## src/mflm_pkg.sv

```systemverilog
package mflm_pkg;
    // register byte offsets
    localparam logic [4:0] OFF_CTRL = 5'h00;
    localparam logic [4:0] OFF_STATUS = 5'h04;
    localparam logic [4:0] OFF_LOAD = 5'h08;
    localparam logic [4:0] OFF_LVT = 5'h0C;
    localparam logic [4:0] OFF_IRQ_STATUS = 5'h10;
    localparam logic [4:0] OFF_IRQ_MASK = 5'h14;
    // ctrl fields
    localparam int CTRL_DRV_EN = 0;
    localparam int CTRL_FILT_EN = 1;
    localparam int CTRL_THR_LSB = 8;
    localparam int THR_W = 7;
    // status / irq fields
    localparam int ST_SHORT_A = 0;
    localparam int ST_SHORT_B = 1;
    localparam int ST_OPEN_A = 2;
    localparam int ST_OPEN_B = 3;
    localparam int ST_STALL = 4;
    localparam int ST_BRIDGE_A = 5;
    localparam int ST_BRIDGE_B = 6;
    localparam int IRQ_W = 5;
    // widths and counts
    localparam int STEP_W = 20;
    localparam int LOAD_W = 10;
    localparam int THR_SHIFT = 2;
    localparam logic [1:0] SHORT_RETRIES = 2'h3;
    localparam logic [1:0] FILTER_LAST = 2'h3;
    localparam int FILTER_SHIFT = 2;
    // reset values
    localparam logic RESET_DRV_EN = 1'b0;
    localparam logic RESET_FILT_EN = 1'b0;
    localparam logic [THR_W-1:0] RESET_THR = 7'h00;
    localparam logic [STEP_W-1:0] RESET_LVT = 20'h00000;
    localparam logic [IRQ_W-1:0] RESET_MASK = 5'h00;
endpackage : mflm_pkg

```

## src/mflm_top.sv

```systemverilog
// Chosen here: the Avalon-MM interface to the registers and the register addresses.
`timescale 1ns/100ps
// Behaviour
// - a short to ground is seen through a high-side current sense per bridge.
// - a short is confirmed only after three further consecutive detections.
// - a confirmed short turns off only its bridge and sets its own flag.
// - each coil's open flag is set when its target current is not reached.
// - open flags are read back and raise interrupt status bits, but never act on the bridges.
// - open load is not evaluated while the motor stands still.
// - the signed threshold is neutral at 0, positive values desensitise.
// - with the filter bit set, one result is made per four fullsteps.
// - the load result is larger for less load and 0 for highest load.
// - the stall output is active only while step time is at or below limit.
module mflm_top
    import mflm_pkg::*;
#(
    parameter int LW = mflm_pkg::LOAD_W
)
(
    // clock and reset
    input wire logic clk,
    input wire logic rst_n,
    // avalon-mm slave
    input wire logic [4:0] avs_address,
    input wire logic avs_read,
    input wire logic avs_write,
    input wire logic [31:0] avs_writedata,
    input wire logic [3:0] avs_byteenable,
    output logic [31:0] avs_readdata,
    output logic avs_waitrequest,
    // bridge sense
    input wire logic [1:0] hs_check_strobe,
    input wire logic [1:0] hs_overcurrent,
    input wire logic [1:0] coil_current_reached,
    // motion and load sense
    input wire logic fullstep_strobe,
    input wire logic standstill,
    input wire logic [LW-1:0] load_raw,
    input wire logic [mflm_pkg::STEP_W-1:0] measured_step_time,
    // outputs
    output logic [1:0] bridge_enable,
    output logic stall_out,
    output logic irq
);
    typedef struct packed {
        logic ack;
        logic [31:0] rdata;
        logic drv_en;
        logic filt_en;
        logic [THR_W-1:0] thr;
        logic [STEP_W-1:0] lvt;
        logic [IRQ_W-1:0] mask;
        logic [IRQ_W-1:0] irq_st;
        logic [1:0] short_d;
        logic [1:0] open_ld;
        logic [LW-1:0] load_res;
        logic [LW+1:0] acc;
        logic [1:0] grp;
        logic upd;
        logic stall;
    } mflm_state_t;

    localparam logic [LW+1:0] LOAD_MAX = {2'b00, {LW{1'b1}}};

    mflm_state_t s_r;
    mflm_state_t s_nxt;
    logic [1:0] short_flag;
    logic [1:0] bridge_on;

    function automatic logic [31:0] be_merge(input logic [31:0] old_v,
        input logic [31:0] new_v, input logic [3:0] be);
        logic [31:0] r;
        r = old_v;
        for (int i = 0; i < 4; i++)
        begin
            if (be[i])
                r[i*8 +: 8] = new_v[i*8 +: 8];
        end
        return r;
    endfunction : be_merge

    genvar g;
    generate
        for (g = 0; g < 2; g++)
        begin : g_bridge
            mflm_short_filter u_short (
                .clk(clk),
                .rst_n(rst_n),
                .driver_enable(s_r.drv_en),
                .check_strobe(hs_check_strobe[g]),
                .hs_overcurrent(hs_overcurrent[g]),
                .short_flag(short_flag[g]),
                .bridge_on(bridge_on[g])
            );
        end
    endgenerate

    // open flags do not enter this path
    assign bridge_enable = bridge_on;

    logic access;
    logic done;
    logic [31:0] ctrl_word;
    logic [31:0] status_word;

    assign access = avs_read || avs_write;
    assign done = access && s_r.ack;
    assign avs_waitrequest = access && !s_r.ack;

    always_comb
    begin
        ctrl_word = 32'h0;
        ctrl_word[CTRL_DRV_EN] = s_r.drv_en;
        ctrl_word[CTRL_FILT_EN] = s_r.filt_en;
        ctrl_word[CTRL_THR_LSB +: THR_W] = s_r.thr;
        status_word = 32'h0;
        status_word[ST_SHORT_A] = short_flag[0];
        status_word[ST_SHORT_B] = short_flag[1];
        status_word[ST_OPEN_A] = s_r.open_ld[0];
        status_word[ST_OPEN_B] = s_r.open_ld[1];
        status_word[ST_STALL] = s_r.stall;
        status_word[ST_BRIDGE_A] = bridge_on[0];
        status_word[ST_BRIDGE_B] = bridge_on[1];
    end

    logic signed [LW+1:0] adj;
    logic [LW+1:0] clamped;
    logic [LW+1:0] sum;
    logic [31:0] wr;
    logic [IRQ_W-1:0] events;

    always_comb
    begin
        adj = '0;
        clamped = '0;
        sum = '0;
        wr = 32'h0;
        events = '0;
        s_nxt = s_r;
        s_nxt.ack = access && !s_r.ack;
        s_nxt.upd = 1'b0;
        s_nxt.stall = 1'b0;
        s_nxt.short_d = short_flag;

        // read data prepared in the wait cycle
        if (avs_read && !s_r.ack)
        begin
            case (avs_address)
                OFF_CTRL: s_nxt.rdata = ctrl_word;
                OFF_STATUS: s_nxt.rdata = status_word;
                OFF_LOAD: s_nxt.rdata = {{(32-LW){1'b0}}, s_r.load_res};
                OFF_LVT: s_nxt.rdata = {{(32-STEP_W){1'b0}}, s_r.lvt};
                OFF_IRQ_STATUS: s_nxt.rdata = {{(32-IRQ_W){1'b0}}, s_r.irq_st};
                OFF_IRQ_MASK: s_nxt.rdata = {{(32-IRQ_W){1'b0}}, s_r.mask};
                default: s_nxt.rdata = 32'h0;
            endcase
        end

        if (avs_write && done)
        begin
            case (avs_address)
                OFF_CTRL:
                begin
                    wr = be_merge(ctrl_word, avs_writedata, avs_byteenable);
                    s_nxt.drv_en = wr[CTRL_DRV_EN];
                    s_nxt.filt_en = wr[CTRL_FILT_EN];
                    s_nxt.thr = wr[CTRL_THR_LSB +: THR_W];
                end
                OFF_LVT:
                begin
                    wr = be_merge({{(32-STEP_W){1'b0}}, s_r.lvt},
                        avs_writedata, avs_byteenable);
                    s_nxt.lvt = wr[STEP_W-1:0];
                end
                OFF_IRQ_MASK:
                begin
                    wr = be_merge({{(32-IRQ_W){1'b0}}, s_r.mask},
                        avs_writedata, avs_byteenable);
                    s_nxt.mask = wr[IRQ_W-1:0];
                end
                default:
                begin
                    wr = 32'h0;
                end
            endcase
        end

        // open load sampled per fullstep while moving
        if (fullstep_strobe && !standstill)
            s_nxt.open_ld = ~coil_current_reached;

        // signed threshold offsets the raw measurement
        adj = $signed({2'b00, load_raw})
            + ($signed({{2{s_r.thr[THR_W-1]}}, {(LW-THR_W+2-2){s_r.thr[THR_W-1]}},
            s_r.thr}) <<< THR_SHIFT);
        if (adj < 0)
            clamped = '0;
        else if ($unsigned(adj) > LOAD_MAX)
            clamped = LOAD_MAX;
        else
            clamped = $unsigned(adj);

        if (!s_r.filt_en)
        begin
            s_nxt.grp = 2'h0;
            s_nxt.acc = '0;
        end
        if (fullstep_strobe)
        begin
            if (s_r.filt_en)
            begin
                sum = s_r.acc + clamped;
                if (s_r.grp == FILTER_LAST)
                begin
                    s_nxt.load_res = sum[LW+FILTER_SHIFT-1:FILTER_SHIFT];
                    s_nxt.upd = 1'b1;
                    s_nxt.acc = '0;
                    s_nxt.grp = 2'h0;
                end
                else
                begin
                    s_nxt.acc = sum;
                    s_nxt.grp = s_r.grp + 2'h1;
                end
            end
            else
            begin
                s_nxt.load_res = clamped[LW-1:0];
                s_nxt.upd = 1'b1;
            end
        end

        // stall pulse only inside the velocity window
        if (s_r.upd && s_r.load_res == '0 && measured_step_time <= s_r.lvt)
            s_nxt.stall = 1'b1;

        events[ST_SHORT_A] = short_flag[0] && !s_r.short_d[0];
        events[ST_SHORT_B] = short_flag[1] && !s_r.short_d[1];
        events[ST_OPEN_A] = s_nxt.open_ld[0] && !s_r.open_ld[0];
        events[ST_OPEN_B] = s_nxt.open_ld[1] && !s_r.open_ld[1];
        events[ST_STALL] = s_nxt.stall;
        // set beats clear-on-read; only bits already returned are cleared
        if (avs_read && done && avs_address == OFF_IRQ_STATUS)
            s_nxt.irq_st = (s_r.irq_st & ~s_r.rdata[IRQ_W-1:0]) | events;
        else
            s_nxt.irq_st = s_r.irq_st | events;
    end

    always_ff @(posedge clk)
    begin
        if (!rst_n)
        begin
            s_r <= '0;
            s_r.drv_en <= RESET_DRV_EN;
            s_r.filt_en <= RESET_FILT_EN;
            s_r.thr <= RESET_THR;
            s_r.lvt <= RESET_LVT;
            s_r.mask <= RESET_MASK;
        end
        else
            s_r <= s_nxt;
    end

    assign avs_readdata = s_r.rdata;
    assign stall_out = s_r.stall;
    assign irq = |(s_r.irq_st & s_r.mask);
endmodule : mflm_top

```

## src/mflm_short_filter.sv

```systemverilog
`timescale 1ns/100ps
module mflm_short_filter
    import mflm_pkg::*;
(
    // clock and reset
    input wire logic clk,
    input wire logic rst_n,
    // driver control and sense
    input wire logic driver_enable,
    input wire logic check_strobe,
    input wire logic hs_overcurrent,
    // result
    output logic short_flag,
    output logic bridge_on
);
    typedef struct packed {
        logic [1:0] cnt;
        logic flag;
        logic en_d;
    } mflm_sf_state_t;

    mflm_sf_state_t s_r;
    mflm_sf_state_t s_nxt;

    always_comb
    begin
        s_nxt = s_r;
        s_nxt.en_d = driver_enable;
        if (driver_enable && !s_r.en_d)
        begin
            // re-enable releases the bridge
            s_nxt.flag = 1'b0;
            s_nxt.cnt = 2'h0;
        end
        else if (check_strobe && driver_enable && !s_r.flag)
        begin
            if (hs_overcurrent)
            begin
                if (s_r.cnt == SHORT_RETRIES)
                    s_nxt.flag = 1'b1;
                else
                    s_nxt.cnt = s_r.cnt + 2'h1;
            end
            else
                s_nxt.cnt = 2'h0;
        end
    end

    always_ff @(posedge clk)
    begin
        if (!rst_n)
            s_r <= '0;
        else
            s_r <= s_nxt;
    end

    assign short_flag = s_r.flag;
    // only this bridge goes off, and stays off
    assign bridge_on = driver_enable && !s_r.flag;
endmodule : mflm_short_filter

```

## config.mk

```make
export PLATFORM = sky130hd
export DESIGN_NAME = mflm_top
export DESIGN_NICKNAME = d
export VERILOG_FILES = /design/src/mflm_pkg.sv /design/src/mflm_top.sv /design/src/mflm_short_filter.sv
export SDC_FILE = /design/constraint.sdc
export NUM_CORES = 1
export LEC_CHECK = 0
export ABC_AREA = 1
export BUFFER_PORTS_ARGS = -buffer_cell sky130_fd_sc_hd__buf_2
export CAP_MARGIN = 20
export CORE_MARGIN = 2
export CORE_UTILIZATION = 47
export DETAILED_ROUTE_END_ITERATION = 7
export GPL_TIMING_DRIVEN = 1
export PLACE_DENSITY = 0.74
export SETUP_SLACK_MARGIN = 0.15
export SLEW_MARGIN = 20
export SYNTH_ARGS = -nofsm -noshare
export SYNTH_HDL_FRONTEND = slang
export SYNTH_HIERARCHICAL = 1
export SYNTH_SLANG_ARGS = --single-unit
```

## constraint.sdc

```tcl
create_clock -name clk -period 5.81 [get_ports clk]
set_input_delay 1.162 -clock clk [delete_from_list [all_inputs] [get_ports clk]]
set_output_delay 1.162 -clock clk [all_outputs]
set_load 0.005 [all_outputs]
```

==> metrics, run 1 <==
IO Pins=120; DRT antenna net count=0; CTS Hold Buffers Added=0; crit start category=primary input; Num CTS Buffers=9; vias per std cell=approximately 5.0; Worst Hold Launch=s_r[29]; WHS Path Cells=1; maxcap violations=0; Synth top area share=0.325; Worst R2R End=s_r[24]; Die Span Y=117 um; CP Class=in2reg; first-pass iteration count of the detailed router=5; largest net degree at the start of global routing=54; total core area=12600 um^2; PD cells=roughly 210 nW/um^2; synth top area cells=dfxtp_1, nand2_1, ha_1, a21oi_1, inv_1; DRC Markers=0; Pleak=approximately 0.0032 uW; gr usage total=0.217; final hold violations=0; clock root buffer=clkbuf_16; sequential-to-total area share from yosys stat=0.325; initial core utilization=0.480; buffers added on ports=94; critical path capture point type=flip-flop; Max Clock Freq=248 MHz; Setup TNS=0 ns; Post-Layout Cell Count=1133; Mapped Avg Cell Area=6.79 um^2; initial antenna violation count=0; final wirelength=14900 um; Antenna Cells=0; Reg2Reg Depth=22; asr flop ratio synth=0; GPL Wtd Cong=0.888; unrepaired setup endpoints after global routing=false; fin nets=between 1000 and 1500; placed cell count=~1100; Slew Limit Headroom=0.338; hold endpoint=s_r[31]; routed len/inst=13.2 um; Reg area=1960 um^2; Final Util=0.536; Die W=117 um; final setup violation count=0; HP Class=reg2reg; buffer count from post-CTS setup fixing=0; status=finished, final reports clean; Resized cells post-CTS=0; fillers=1265; total via count in the routed design=roughly 5700; vias in the first global route=5215; Overflow after GRT=0; Clock Sinks=98; DRT iter0 DRCs=277; worst clock skew=0.00762 ns; pins over their slew limit=0; peak supply drop=133 uV; global-route wire length before repair=around 25000 um; Die ar.=between 10000 and 15000 um^2; Area growth, synth to finish=11.6%; period utilization=0.695; Reg clk slew, reported paths=0.07 ns; Synth area leader=dfxtp_1; WP data arrival=4.25 ns; Final min period=4.04 ns; Primary FF master, synth=dfxtp_1; area of the multi-input gates=between 3000 and 4000 um^2; R2R setup slack=2.36 ns; Synth warnings=6; clk_lat worst skew=0.35 ns; worst-margin pin slew=0.989 ns; CP Max Fanout=10; Site Rows=41; layout cells sized above 1=0.162; Max Root-Sink Buffers=2; post-synthesis register bit count=98; CP required=6.02 ns; Syn Inst Count=889; post-synth cell types=45; number of synthesized flops with an enable pin=0; CTS tree=yes; Pwr Total=1430 uW; WHS=a little over 0.4 ns; hpwl dp=11300 um; Mapped Area=between 6000 and 7000 um^2; RR Startpoint=ctrl_word[8]; CTS H-Tree Depth=3
## cells in the mapped netlist (all sizes together) (2+ instances only)
| cell type | count |
|---|---|
| nand4 | 6 |
| nor4 | 3 |
| nand3 | 37 |
| o21ai | 68 |
| a221oi | 2 |
| nand2 | 237 |
| buf | 39 |
| inv | 132 |
| o211ai | 6 |
| o21bai | 3 |
| ha | 43 |
| xor2 | 7 |
| o22ai | 8 |
| fa | 2 |
| nor3 | 2 |
| a21oi | 98 |
| dfxtp | 98 |
| o21a | 2 |
| a31oi | 2 |
| nor2 | 65 |
| clkbuf | 13 |
| or2 | 5 |
| o221ai | 2 |
## worst max-delay path by stage
stage / from / to / slack, ns / cells past startpoint
6_report: load_raw[2] / s_r[24] / 1.77 / 23
5_1_grt: load_raw[2] / s_r[24] / 1.55 / 23
3_3_place_gp: load_raw[2] / s_r[24] / 1.48 / 23
4_1_cts: load_raw[2] / s_r[24] / 1.81 / 23
2_1_floorplan: load_raw[2] / s_r[20] / 1.98 / 19
3_5_place_dp: load_raw[2] / s_r[24] / 1.45 / 23
## critical path, stage by stage
cell and delay, ns:
buf_2 0.11, ha_1 0.24, fa_1 0.43, nand3_1 0.12, nand3_2 0.09, nand2_1 0.10
nand3_1 0.08, nand2_1 0.08, inv_2 0.10, o21ai_2 0.15, inv_1 0.05, ha_1 0.22
fa_1 0.45, nand2_1 0.10, nand3_1 0.15, nand2_1 0.13, nand2_1 0.05, nand2_1 0.08
nand3_1 0.07, nand2_1 0.08, inv_1 0.06, nand2_1 0.08, a21oi_1 0.06
## per-stage QoR
stage               setup WS, ns  area [um^2]
detailed placement          1.45         6450
CTS                         1.81         6740
global placement            1.48         6450
finish                      1.77         6740
floorplan                   1.98         6080
global route                1.55         6740
## cell type report
class,count,area share
flip-flops and latches,98,0.291
repair buffers,96,0.0720
clock buffers,9,0.0334
clock inverters,7,0.00891
multi-input cells,618,0.489
well taps,172,0.0319
inverters,133,0.0741
## layout by cell type (no fill, tap or decap), types with 3 or more instances in the layout
cell type  count
inv_2         14
nor2_2         3
nand2_1      228
nor2_4         3
ha_1          43
nor4_1         3
o21bai_1       3
or2_1          3
conb_1        13
a21oi_2        3
nand3_1       35
nand2_2        8
buf_2         94
nand4_1        6
dfxtp_1       98
o211ai_1       6
a21oi_1       95
o22ai_1        8
o21ai_0       43
inv_1        118
o21ai_2        8
clkbuf_16      9
xor2_1         7
nor2_1        59
o21ai_1       17
## cell families (layout without fill, tap and decap cells)
logic type,Yosys count,count (layout),share of synthesized area
DFF,98,98,0.325
and+or+nand+nor,357,357,0.250
buffers and inverters,185,245,0.137
adders and majority gates,45,45,0.0958
other,1,13,0.000621
xor gates and xnor gates,8,8,0.0116
AOI/OAI and AO/OA,195,195,0.180
## routing by layer
metal | part of all wire | vias to the layer above | track usage
li1 | - | 2964 | -
met1 | 0.47 | 2533 | 0.293
met2 | 0.46 | 160 | 0.361
met3 | 0.056 | 11 | 0.0375
met4 | 0.011 | 0 | 0.0535
met5 | 0 | - | 0
## state kept, by name, indices dropped and copies added, names as in the netlist
| name | cells |
|---|---|
| avs_readdata | 20 |
| ctrl_word | 9 |
| g_bridge.u_short/s_r | 6 |
| g_bridge.u_short/short_flag | 2 |
| s_r | 60 |
| stall_out | 1 |
## where the power goes
group          leakage [uW]  internal (uW)  switching [uW]
Sequential         0.000794            683            8.37
Clock              0.000136            298             279
Combinational       0.00231           59.9            97.0
Total               0.00324           1040             384
Power figures use the tool's default switching activity.
==> run 2, diff against run 1 <==
--- a/config.mk
+++ b/config.mk
@@ -12,7 +12,7 @@
 export CORE_UTILIZATION = 47
 export DETAILED_ROUTE_END_ITERATION = 7
 export GPL_TIMING_DRIVEN = 1
-export PLACE_DENSITY = 0.74
+export PLACE_DENSITY = 0.77
 export SETUP_SLACK_MARGIN = 0.15
 export SLEW_MARGIN = 20
 export SYNTH_ARGS = -nofsm -noshare
==> constraint.sdc (replaced) <==
create_clock -name clk -period 3.5 [get_ports clk]
set_input_delay 0.7 -clock clk [delete_from_list [all_inputs] [get_ports clk]]
set_output_delay 0.7 -clock clk [all_outputs]
set_load 0.005 [all_outputs]
==> run 2 against run 1 <==
Effect of this change:
- global-route usage grew 0.39 points
- sequential power grew 66%
- routed wire length grew 2.7%
- total power grew 72%
- largest cell class unchanged
==> metrics, run 2 (synthesis gave the netlist of run 1 again) <==
status=finished, final reports clean; PD cells=346 nW/um^2 (+64%); Switching Share=0.260 (-0.00950); final hold violations=0 (unchanged); CP top delay family=adder cells; RR Startpoint=ctrl_word[14]; Worst R2R End=s_r[24]; fin nets=1109 (+2.3%); DRT antenna net count=0 (unchanged); Num CTS Buffers=9 (unchanged); WP depth=23 (unchanged); DRT iter0 DRCs=424 (+53%); crit start category=primary input; global-route wire length before repair=24900 um (+1.3%); routed len/inst=13.2 um (+0.40%); worst-margin pin slew=0.953 ns (-0.0358 ns); critical path capture point type=flip-flop; commonest non-fill, non-tap cell in the layout=nand2_1; Reg clk slew, reported paths=0.07 ns (about the same); Overflow after GRT=0 (unchanged); fillers=1177 (-7.0%); Clock Sinks=98 (unchanged); Seq pwr share=0.467 (-0.018); period utilization=0.891; WP data arrival=3.36 ns (-0.89 ns); crit-path cells=buf_2, ha_2, fa_2, nand3_1, nand3_2, nand2_1, nand3_1, nand2_2, inv_4, o21ai_2, inv_1, ha_2, fa_2, nand2_2, nand3_4, nand2_2, nand2_1, nand2_1, nand3_1, nand2_1, inv_1, nand2_1, a21oi_1; most frequent cells in the layout=nand2_1, inv_1, dfxtp_1, buf_2, a21oi_1; most flop-heavy register=s_r; CTS tree=yes; Placement Cell Area=6650 um^2 (+2.9%); R2R setup slack=0.45 ns (-1.91 ns); buffers added on ports=94 (unchanged); Clock Power Share=0.415 (+0.010); clock root buffer=clkbuf_16; Max Root-Sink Buffers=2 (unchanged); CTS H-Tree Depth=3 (unchanged); Final min period=3.12 ns; peak supply drop=277 uV (+110%); layout cells sized above 1=0.209 (+0.0466); CP required=3.74 ns (-2.28 ns); CP Class=in2reg; Slew Limit Headroom=0.362 (+0.0240); Pleak=0.00339 uW (+4.8%); Reg2Reg Depth=21 (-4.5%); Area growth, synth to finish=17.6%; IO Pins=120 (unchanged); Comb power frac=0.117 (+0.007); vias in the first global route=5375 (+3.1%); vias per std cell=5.02 (+0.38%); initial core utilization=0.480 (unchanged); hpwl dp=11600 um (+2.2%); initial antenna violation count=1 (+1); total core area=12600 um^2 (unchanged); WP buf/inv=4 (unchanged); Site Rows=41 (unchanged); HP Class=reg2reg; Post-Layout Cell Count=1159 (+2.3%); most used cell, CP=nand2_1; final setup violation count=0 (unchanged); maxcap violations=0 (unchanged); worst clock skew=0.00849 ns (+0.000864 ns); switching power=640 uW (+66%); Final Instance Area=7100 um^2 (+5.3%); Max Clock Freq=321 MHz; GPL Wtd Cong=0.899 (+1.2%); Die ar.=13800 um^2 (unchanged); largest net degree at the start of global routing=53 (-1.9%); max reg flops=60 (unchanged); Die Span Y=117 um (unchanged); Critical Path Slowest Stage Cell=fa_2; total via count in the routed design=5820 (+2.7%); first-pass iteration count of the detailed router=5 (unchanged); clk_lat worst skew=0.35 ns (about the same); CTS Hold Buffers Added=0 (unchanged); Die W=117 um (unchanged); placed cell count=1142 (+2.2%); gr usage total=0.221 (+0.00392); CP max stage delay=0.38 ns (-0.07 ns); Critical Path Source=load_raw[2]; DRC Markers=0 (unchanged); unrepaired setup endpoints after global routing=false; Worst setup endpoint=s_r[24]; pins over their slew limit=0 (unchanged); final wirelength=15300 um (+2.7%); CP Max Fanout=9 (-1); internal power=1820 uW (+75%); Setup TNS=0 ns (unchanged)
## run 2: cell count changes in the layout (fill, tap and decap cells not counted), sizes merged
cell	delta
buf	+25
clkinvlp	-2
bufinv	+1
clkbuf	+1
diode	+1
## run 2: through the flow
step / util / power, uW / hold slack (ns) / setup slack (ns)
floorplan: - / 1350 / 0.390 / 0.190
global placement: 0.529 / 1440 / 0.393 / -0.101
detailed placement: 0.529 / 1450 / 0.399 / -0.149
CTS: 0.553 / 2450 / 0.409 / 0.190
global route: 0.565 / 2550 / 0.432 / 0.142
finish: 0.565 / 2460 / 0.407 / 0.382
## run 2: power groups by stage
| stage | Clock [uW] | Combinational, uW | Sequential [uW] |
|---|---|---|---|
| floorplan | 0 | 179 | 1170 |
| global placement | 0 | 270 | 1170 |
| detailed placement | 0 | 274 | 1170 |
| CTS | 1030 | 277 | 1150 |
| global route | 1080 | 325 | 1150 |
| finish | 1020 | 289 | 1150 |
## run 2: cell type report
cell class	instances	area, um^2	area share
diodes	1	2.50	0.000353
repair buffers	121	673	0.0949
clock inverters	6	72.6	0.0102
inverters	133	502	0.0707
flip-flops and latches	98	1960	0.276
well taps	172	215	0.0303
clock buffers	10	229	0.0323
multi-input cells	618	3440	0.485
## run 2: what timing repair did
item                                   CTS  global route
endpoints found under the hold margin    0             0
setup buffers                            0             0
resized for setup                        0            32
setup endpoints to repair                0            14
## run 2: how the worst min path moves through the flow
| stage | startpoint | to | cells after the start |
|---|---|---|---|
| floorplan | s_r[29] | s_r[31] | 1 |
| global placement | s_r[29] | s_r[31] | 1 |
| detailed placement | s_r[29] | s_r[31] | 1 |
| CTS | s_r[29] | s_r[31] | 1 |
| global route | s_r[28] | s_r[30] | 1 |
| finish | s_r[29] | s_r[31] | 1 |
## run 2: metal layers
metal | up-vias | global-route usage | part of all wire
met4 | 0 | 0.0851 | 0.025
li1 | 3011 | - | -
met2 | 181 | 0.368 | 0.46
met5 | - | 0 | 0
met1 | 2602 | 0.283 | 0.45
met3 | 26 | 0.0428 | 0.064
